`src/logic/cam_latch_pkg.sv`:
```
// Constants and carriers for the cam switch, latch and output stage
`default_nettype none
package cam_latch_pkg;
    // ------------------------------------------------------------
    // Sizes
    // ------------------------------------------------------------
    localparam int STEP_MAX = 16;
    localparam int ADDR_W = 8;
    localparam int DATA_W = 32;

    // ------------------------------------------------------------
    // Register byte offsets
    // ------------------------------------------------------------
    localparam logic [7:0] OFS_CTRL = 8'h00;
    localparam logic [7:0] OFS_LOWER = 8'h04;
    localparam logic [7:0] OFS_UPPER = 8'h08;
    localparam logic [7:0] OFS_LINK = 8'h0C;
    localparam logic [7:0] OFS_STATUS = 8'h10;
    localparam logic [7:0] OFS_STEP0 = 8'h40;
    localparam logic [7:0] OFS_STEP_END = 8'h80;

    // ------------------------------------------------------------
    // Field positions
    // ------------------------------------------------------------
    localparam int CTRL_LEVEL_BIT = 0;
    localparam int CTRL_WIDE_BIT = 1;
    localparam int CTRL_STEPS_LSB = 8;
    localparam int LINK_LATCH1_LSB = 8;
    localparam int LINK_OUT_LSB = 16;

    // ------------------------------------------------------------
    // Reset values
    // ------------------------------------------------------------
    localparam logic [31:0] RST_CTRL = 32'h0000_0000;
    localparam logic [31:0] RST_LOWER = 32'h8000_0000;
    localparam logic [31:0] RST_UPPER = 32'h7FFF_FFFF;
    localparam logic [31:0] RST_STEP = 32'h0000_0000;
    localparam logic [31:0] RST_LINK = 32'h0000_0000;
    localparam logic [31:0] RD_ZERO = 32'h0000_0000;

    // ------------------------------------------------------------
    // Carriers
    // ------------------------------------------------------------
    // Sources linked to one latch: events and its own comparator
    typedef struct packed {
        logic rst_cmp;
        logic [1:0] rst_evt;
        logic set_cmp;
        logic [1:0] set_evt;
    } latch_link_t;

    // Sources linked to the output terminal
    typedef struct packed {
        logic [1:0] latch;
        logic [1:0] evt;
    } out_link_t;
endpackage
`default_nettype wire

```
`src/logic/cam_switch_latch_output.sv`:
```
// Cam switch, set/reset latches and output terminal with APB registers
//
// The implementer's own choices: the APB interface to the registers and the placing of the registers.
`timescale 1ns/100ps
`default_nettype none
module cam_switch_latch_output (
    input wire logic ref_clk,
    input wire logic rst,
    input wire logic psel,
    input wire logic penable,
    input wire logic pwrite,
    input wire logic [7:0] paddr,
    input wire logic [31:0] pwdata,
    output logic [31:0] prdata,
    output logic pready,
    output logic pslverr,
    input wire logic [31:0] count_value,
    input wire logic [1:0] evt_in,
    input wire logic [1:0] cmp_in,
    output logic cam_out,
    output logic [1:0] latch_out,
    output logic result_out
);
    // ------------------------------------------------------------
    // Configuration registers
    // ------------------------------------------------------------
    logic [31:0] ctrl_ff;
    logic [31:0] lower_ff;
    logic [31:0] upper_ff;
    logic [31:0] link_ff;
    logic [31:0] step_ff [cam_latch_pkg::STEP_MAX];
    logic [31:0] prdata_ff;
    logic pready_ff;
    logic pslverr_ff;
    logic cam_ff;
    logic [1:0] latch_ff;
    logic result_ff;

    logic level;
    logic wide;
    logic [4:0] steps;
    cam_latch_pkg::latch_link_t link0;
    cam_latch_pkg::latch_link_t link1;
    cam_latch_pkg::out_link_t olink;
    logic nxt_cam;
    logic [1:0] nxt_latch;
    logic nxt_result;
    logic acc;
    logic wr_en;
    logic step_hit;
    logic [3:0] step_idx;
    logic mapped;
    logic [31:0] rd_val;

    assign level = ctrl_ff[cam_latch_pkg::CTRL_LEVEL_BIT];
    assign wide = ctrl_ff[cam_latch_pkg::CTRL_WIDE_BIT];
    assign steps = ctrl_ff[cam_latch_pkg::CTRL_STEPS_LSB +: 5];
    assign link0 = link_ff[5:0];
    assign link1 = link_ff[cam_latch_pkg::LINK_LATCH1_LSB +: 6];
    assign olink = link_ff[cam_latch_pkg::LINK_OUT_LSB +: 4];

    // Next latch state: reset beats set, else hold
    // set holds High
    function automatic logic latch_next(input logic cur,
                                        input cam_latch_pkg::latch_link_t l,
                                        input logic [1:0] evt,
                                        input logic cmp);
        logic s;
        logic r;
        s = (|(l.set_evt & evt)) | (l.set_cmp & cmp);
        r = (|(l.rst_evt & evt)) | (l.rst_cmp & cmp);
        if (r) begin
            latch_next = 1'b0;
        end else if (s) begin
            latch_next = 1'b1;
        end else begin
            latch_next = cur;
        end
    endfunction

    // ------------------------------------------------------------
    // APB decode
    // ------------------------------------------------------------
    // One wait state: pready rises in the second access cycle
    assign acc = psel & penable & ~pready_ff;
    assign wr_en = acc & pwrite & mapped;
    assign step_hit = (paddr >= cam_latch_pkg::OFS_STEP0) &&
                      (paddr < cam_latch_pkg::OFS_STEP_END);
    assign step_idx = paddr[5:2];

    // Read mux and address map
    always_comb begin
        rd_val = cam_latch_pkg::RD_ZERO;
        mapped = (paddr[1:0] == 2'h0);
        if (step_hit) begin
            rd_val = step_ff[step_idx];
        end else begin
            case (paddr)
                cam_latch_pkg::OFS_CTRL: rd_val = ctrl_ff;
                cam_latch_pkg::OFS_LOWER: rd_val = lower_ff;
                cam_latch_pkg::OFS_UPPER: rd_val = upper_ff;
                cam_latch_pkg::OFS_LINK: rd_val = link_ff;
                cam_latch_pkg::OFS_STATUS:
                    rd_val = {28'h000_0000, result_ff, latch_ff, cam_ff};
                default: mapped = 1'b0;
            endcase
        end
    end

    // Bus answer registers
    always_ff @(posedge ref_clk or posedge rst) begin
        if (rst) begin
            pready_ff <= 1'b0;
            pslverr_ff <= 1'b0;
            prdata_ff <= cam_latch_pkg::RD_ZERO;
        end else begin
            pready_ff <= acc;
            pslverr_ff <= acc & ~mapped;
            prdata_ff <= (acc & ~pwrite & mapped) ? rd_val :
                         cam_latch_pkg::RD_ZERO;
        end
    end

    // Writable registers; status is read only
    always_ff @(posedge ref_clk or posedge rst) begin
        if (rst) begin
            ctrl_ff <= cam_latch_pkg::RST_CTRL;
            lower_ff <= cam_latch_pkg::RST_LOWER;
            upper_ff <= cam_latch_pkg::RST_UPPER;
            link_ff <= cam_latch_pkg::RST_LINK;
            for (int i = 0; i < cam_latch_pkg::STEP_MAX; i++) begin
                step_ff[i] <= cam_latch_pkg::RST_STEP;
            end
        end else if (wr_en) begin
            if (step_hit) begin
                step_ff[step_idx] <= pwdata;
            end else begin
                case (paddr)
                    cam_latch_pkg::OFS_CTRL: ctrl_ff <= pwdata & 32'h0000_1F03;
                    cam_latch_pkg::OFS_LOWER: lower_ff <= pwdata;
                    cam_latch_pkg::OFS_UPPER: upper_ff <= pwdata;
                    cam_latch_pkg::OFS_LINK: link_ff <= pwdata & 32'h000F_3F3F;
                    default: ;
                endcase
            end
        end
    end

    // ------------------------------------------------------------
    // Cam switch
    // ------------------------------------------------------------
    // parity toggle: each active step reached inverts state
    // active steps: only the first 'steps' thresholds, max 16
    // level select: High level inverts the pattern
    always_comb begin
        nxt_cam = level;
        for (int i = 0; i < cam_latch_pkg::STEP_MAX; i++) begin
            if ((5'(i) < steps) &&
                ($signed(count_value) >= $signed(step_ff[i]))) begin
                nxt_cam = ~nxt_cam;
            end
        end
        // Outside the limits the cam rests at the lower level
        if (($signed(count_value) < $signed(lower_ff)) ||
            ($signed(count_value) > $signed(upper_ff))) begin
            nxt_cam = level;
        end
    end

    // cam register: single bit on dedicated pin
    always_ff @(posedge ref_clk or posedge rst) begin
        if (rst) begin
            cam_ff <= 1'b0;
        end else begin
            cam_ff <= nxt_cam;
        end
    end

    // ------------------------------------------------------------
    // Set/reset latches and output terminal
    // ------------------------------------------------------------
    // comparator pairing: latch n sees comparator n only
    // latch count: second latch held Low in 32-bit mode
    always_comb begin
        nxt_latch[0] = latch_next(latch_ff[0], link0, evt_in, cmp_in[0]);
        nxt_latch[1] = wide ? 1'b0 :
                       latch_next(latch_ff[1], link1, evt_in, cmp_in[1]);
        // OR combine: all linked sources; none linked gives Low
        nxt_result = (|(olink.evt & evt_in)) | (|(olink.latch & nxt_latch));
    end

    // registered outputs: latches and result updated each edge
    always_ff @(posedge ref_clk or posedge rst) begin
        if (rst) begin
            latch_ff <= 2'b00;
            result_ff <= 1'b0;
        end else begin
            latch_ff <= nxt_latch;
            result_ff <= nxt_result;
        end
    end

    assign prdata = prdata_ff;
    assign pready = pready_ff;
    assign pslverr = pslverr_ff;
    assign cam_out = cam_ff;
    assign latch_out = latch_ff;
    assign result_out = result_ff;
endmodule // cam_switch_latch_output
`default_nettype wire

```
`config.mk`:
```
export PLATFORM = sky130hd
export DESIGN_NAME = cam_switch_latch_output
export DESIGN_NICKNAME = d
export VERILOG_FILES = /design/src/logic/cam_latch_pkg.sv /design/src/logic/cam_switch_latch_output.sv
export SDC_FILE = /design/constraint.sdc
export NUM_CORES = 2
export LEC_CHECK = 0
export ABC_AREA = 1
export BUFFER_PORTS_ARGS = -buffer_cell sky130_fd_sc_hd__buf_4
export CORE_MARGIN = 5
export CORE_UTILIZATION = 55
export DETAILED_ROUTE_END_ITERATION = 6
export HOLD_SLACK_MARGIN = 0.15
export PLACE_DENSITY_LB_ADDON = 0.12
export SETUP_SLACK_MARGIN = 0.3
export SYNTH_ARGS = -nofsm -noshare
export SYNTH_HDL_FRONTEND = slang
export SYNTH_SLANG_ARGS = --single-unit
export TNS_END_PERCENT = 10
```
`constraint.sdc`:
```
create_clock -name ref_clk -period 19.9 [get_ports ref_clk]
set_clock_uncertainty 0.2 [all_clocks]
set_input_delay 2.985 -clock ref_clk [delete_from_list [all_inputs] [get_ports ref_clk]]
set_output_delay 2.985 -clock ref_clk [all_outputs]
set_load 0.01 [all_outputs]
```
==> metrics.md <==
| Metric | Value |
|---|---|
| Site Rows | 101 |
| Drt total wl | 144200 um |
| F_max | 159.8 MHz |
| Startpoint Class | input port |
| Sequential area share after synthesis | 38.33% |
| Worst EP arrival | 6.76 ns |
| Yosys reg bits | 637 |
| Power Density | 67.85 mW/mm2 |
| Die Area | 0.08142 mm2 |
| CTS tree | built |
| Final setup viols | 0 |
| First-pass DRT Iterations | 7 |
| Crit-path max cell delay | 0.86 ns |
| Drt wl/cell | 23.08 um |
| Slew Viols, Final | 0 |
| Top post-synthesis cells by count | nand2_1, inv_1, o21ai_0 |
| ANT nets after route | 0 |
| Area Overhead vs Synth | 8.880% |
| Most used DFF post-synth | dfrtp_1 |
| Core footprint | 0.07557 mm2 |
| Die H | 285.3 um |
| RD Place Congestion | 0.9384 |
| Worst hold-check path type | reg2reg |
| DRC viols | 0 |
| Placed inst area | 0.04298 mm2 |
| Layout net count | 5868 |
| Number of flops mapped to enable cells by yosys | 0 |
| Starting Density | 55.17% |
| # IOs | 119 |
| Worst-Margin Slew | 1.238 ns |
| Worst EP required | 20.40 ns |
| CTS Buf Count | 74 |
| Post-route setup TNS | 0 ns |
| Post-Syn Instances | 5209 |
| Peak VDD IR | 67.91 uV |
| Final hold violations | 0 |
| Initial antenna violation count | 0 |
| Crit Path Category | in2async |
| Max Buffers Root-to-Sink | 3 |
| Mapped Area | 0.04169 mm2 |
| RSZ-0062 raised after global routing | false |
| PortBufs | 118 |
| DIE WIDTH | 285.3 um |
| Post-synthesis net count | 5865 |
| H-tree Lvls | 3 |
| # hold bufs at CTS | 0 |
| Top cells by area, synth | dfrtp_1, ha_1, nand2_1 |
| Crit-path cells | buf_4 -> clkinvlp_4 -> buf_4 -> buf_4 -> buf_4 -> buf_4 |
| DRT iter0 DRCs | 3920 |
| Vias in the first global route | 35340 |
| Final hold slack | 0.2708 ns |
| Yosys top cell area share | 36.31% |
| DR vias | 37450 |
| Minimum clock period after layout | 6.260 ns |
| Most used cell, CP | buf_4 |
| Ys Warns | 0 |
| Total Routing Usage GR | 34.56% |
| Largest net degree at the start of global routing | 161 |
| Fraction of layout instances using a drive strength above 1 | 6.320% |
| Status | complete, no violations |
| Setup bufs post-CTS | 0 |
| Grt ovf | 0 |
| Slowest cell on the critical path | buf_4 |
| Clock sink total | 637 |
| Max Cap Violations | 0 |
| Antenna Cells | 0 |
| Max-slew headroom | 17.15% |
| Post-cts sizing count | 0 |
| Setup crit end kind | asynchronous set/reset pin |
| Worst skew pair latency | 0.65 ns |
| Root Driver | clkbuf_16 |
| Leakage power | 0.02068 uW |
| Ys async rst share | 100.0% |
| Clock transition at the registers of the reported paths | 0.06 ns |
| First-pass GRT wire length | 216500 um |
| Yosys cell types | 48 |
| CP max FO | 70 |
| Via density | 5.995 |
| Synth area leader | dfrtp_1 |
| Mapped Avg Cell Area | 8.004 um2 |
| Final instance area | 0.04540 mm2 |
| # fillers | 6927 |
| DP HPWL | 103300 um |
| Count leader, synth | nand2_1 |
| Share of the clock period used by the worst path | 31.46% |
## layer usage
layer	up-vias	part of all wire [%]	wire [um]	GRT usage, %
li1	17600	-	-	-
met1	17840	40	58280	45.10
met2	1609	46	65630	55.76
met3	402	7.2	10440	4.724
met4	0	6.8	9847	19.30
met5	-	0	0	0
## path summary, 6_finish.rpt
check	slack [ns]	start	depth (start not counted)	endpoint
min reg2reg	0.27	pready$_DFF_PP0_	1	pready$_DFF_PP0_
min in group asynchronous	2.31	rst	2	step_ff[282]$_DFFE_PP0P_
max in group ref_clk	13.66	paddr[2]	10	prdata[12]$_DFF_PP0_
max	13.64	rst	6	prdata[0]$_DFF_PP0_
min	0.27	pready$_DFF_PP0_	1	pready$_DFF_PP0_
max reg2reg	16.05	step_ff[319]$_DFFE_PP0P_	20	cam_out$_DFF_PP0_
## layout make-up
class                      instances  area [um2]  share of cell area [%]
inverter                         754        2841                   6.259
multi-input combinational       3594       21790                   47.99
clock inverter                    18       190.2                  0.4189
clock buffer                     115        2228                   4.909
timing repair buffer             151        1146                   2.525
tap                              978        1224                   2.695
sequential                       637       15980                   35.20
## flip-flops by register name, summed over array words and instances (netlist names)
name	flops
ctrl_ff	7
cam_out	1
lower_ff	32
pslverr	1
latch_out	2
result_out	1
link_ff	16
prdata	32
upper_ff	32
step_ff	512
pready	1
## worst max-delay path: cells and delay by family
family | cells | cell delay, ns
buffers and inverters | 6 | 3.60
## power by group
group / internal (uW) / switching [uW]
clock: 798 / 583
sequential: 1300 / 5.46
combinational: 116 / 275
total: 2220 / 863
## stage by stage
step                      util, %  worst slack, ns  std cells  power (uW)
after floorplan                 -            8.040       5209        1554
after global placement      56.87            12.89       6114        1707
after detailed placement    56.87            12.84       6114        1714
after CTS                   60.07            13.51       6247        3083
after global routing        60.07            13.06       6247        3183
final                       60.07            13.64       6247        3080
## placed cells by master (no fill, tap or decap), drive strengths merged, types with 5 or more instances in the layout
master,count
ha,575
inv,753
nor3,28
o211ai,17
buf,151
o21ai,805
a221oi,25
dfstp,32
clkinv,14
a2111oi,6
nor2,199
a31oi,11
nand2,1122
nand3,86
nand3b,13
o22ai,263
clkbuf,115
a21o,5
dfrtp,605
a21boi,5
o221ai,5
a211oi,14
nand4,71
nor4,11
o21bai,16
o21a,27
a21oi,273
## cells by family (layout without fill, tap and decap cells)
logic type	Yosys count	count (layout)	synth area share (%)
flops	637	637	38.33
fa+ha+maj	575	575	17.25
compound gates	1481	1481	19.49
buf+inv	978	1038	9.525
xor+xnor	2	2	0.04202
simple gates	1536	1536	15.36
Note: power is estimated with default switching activity, not from simulation.
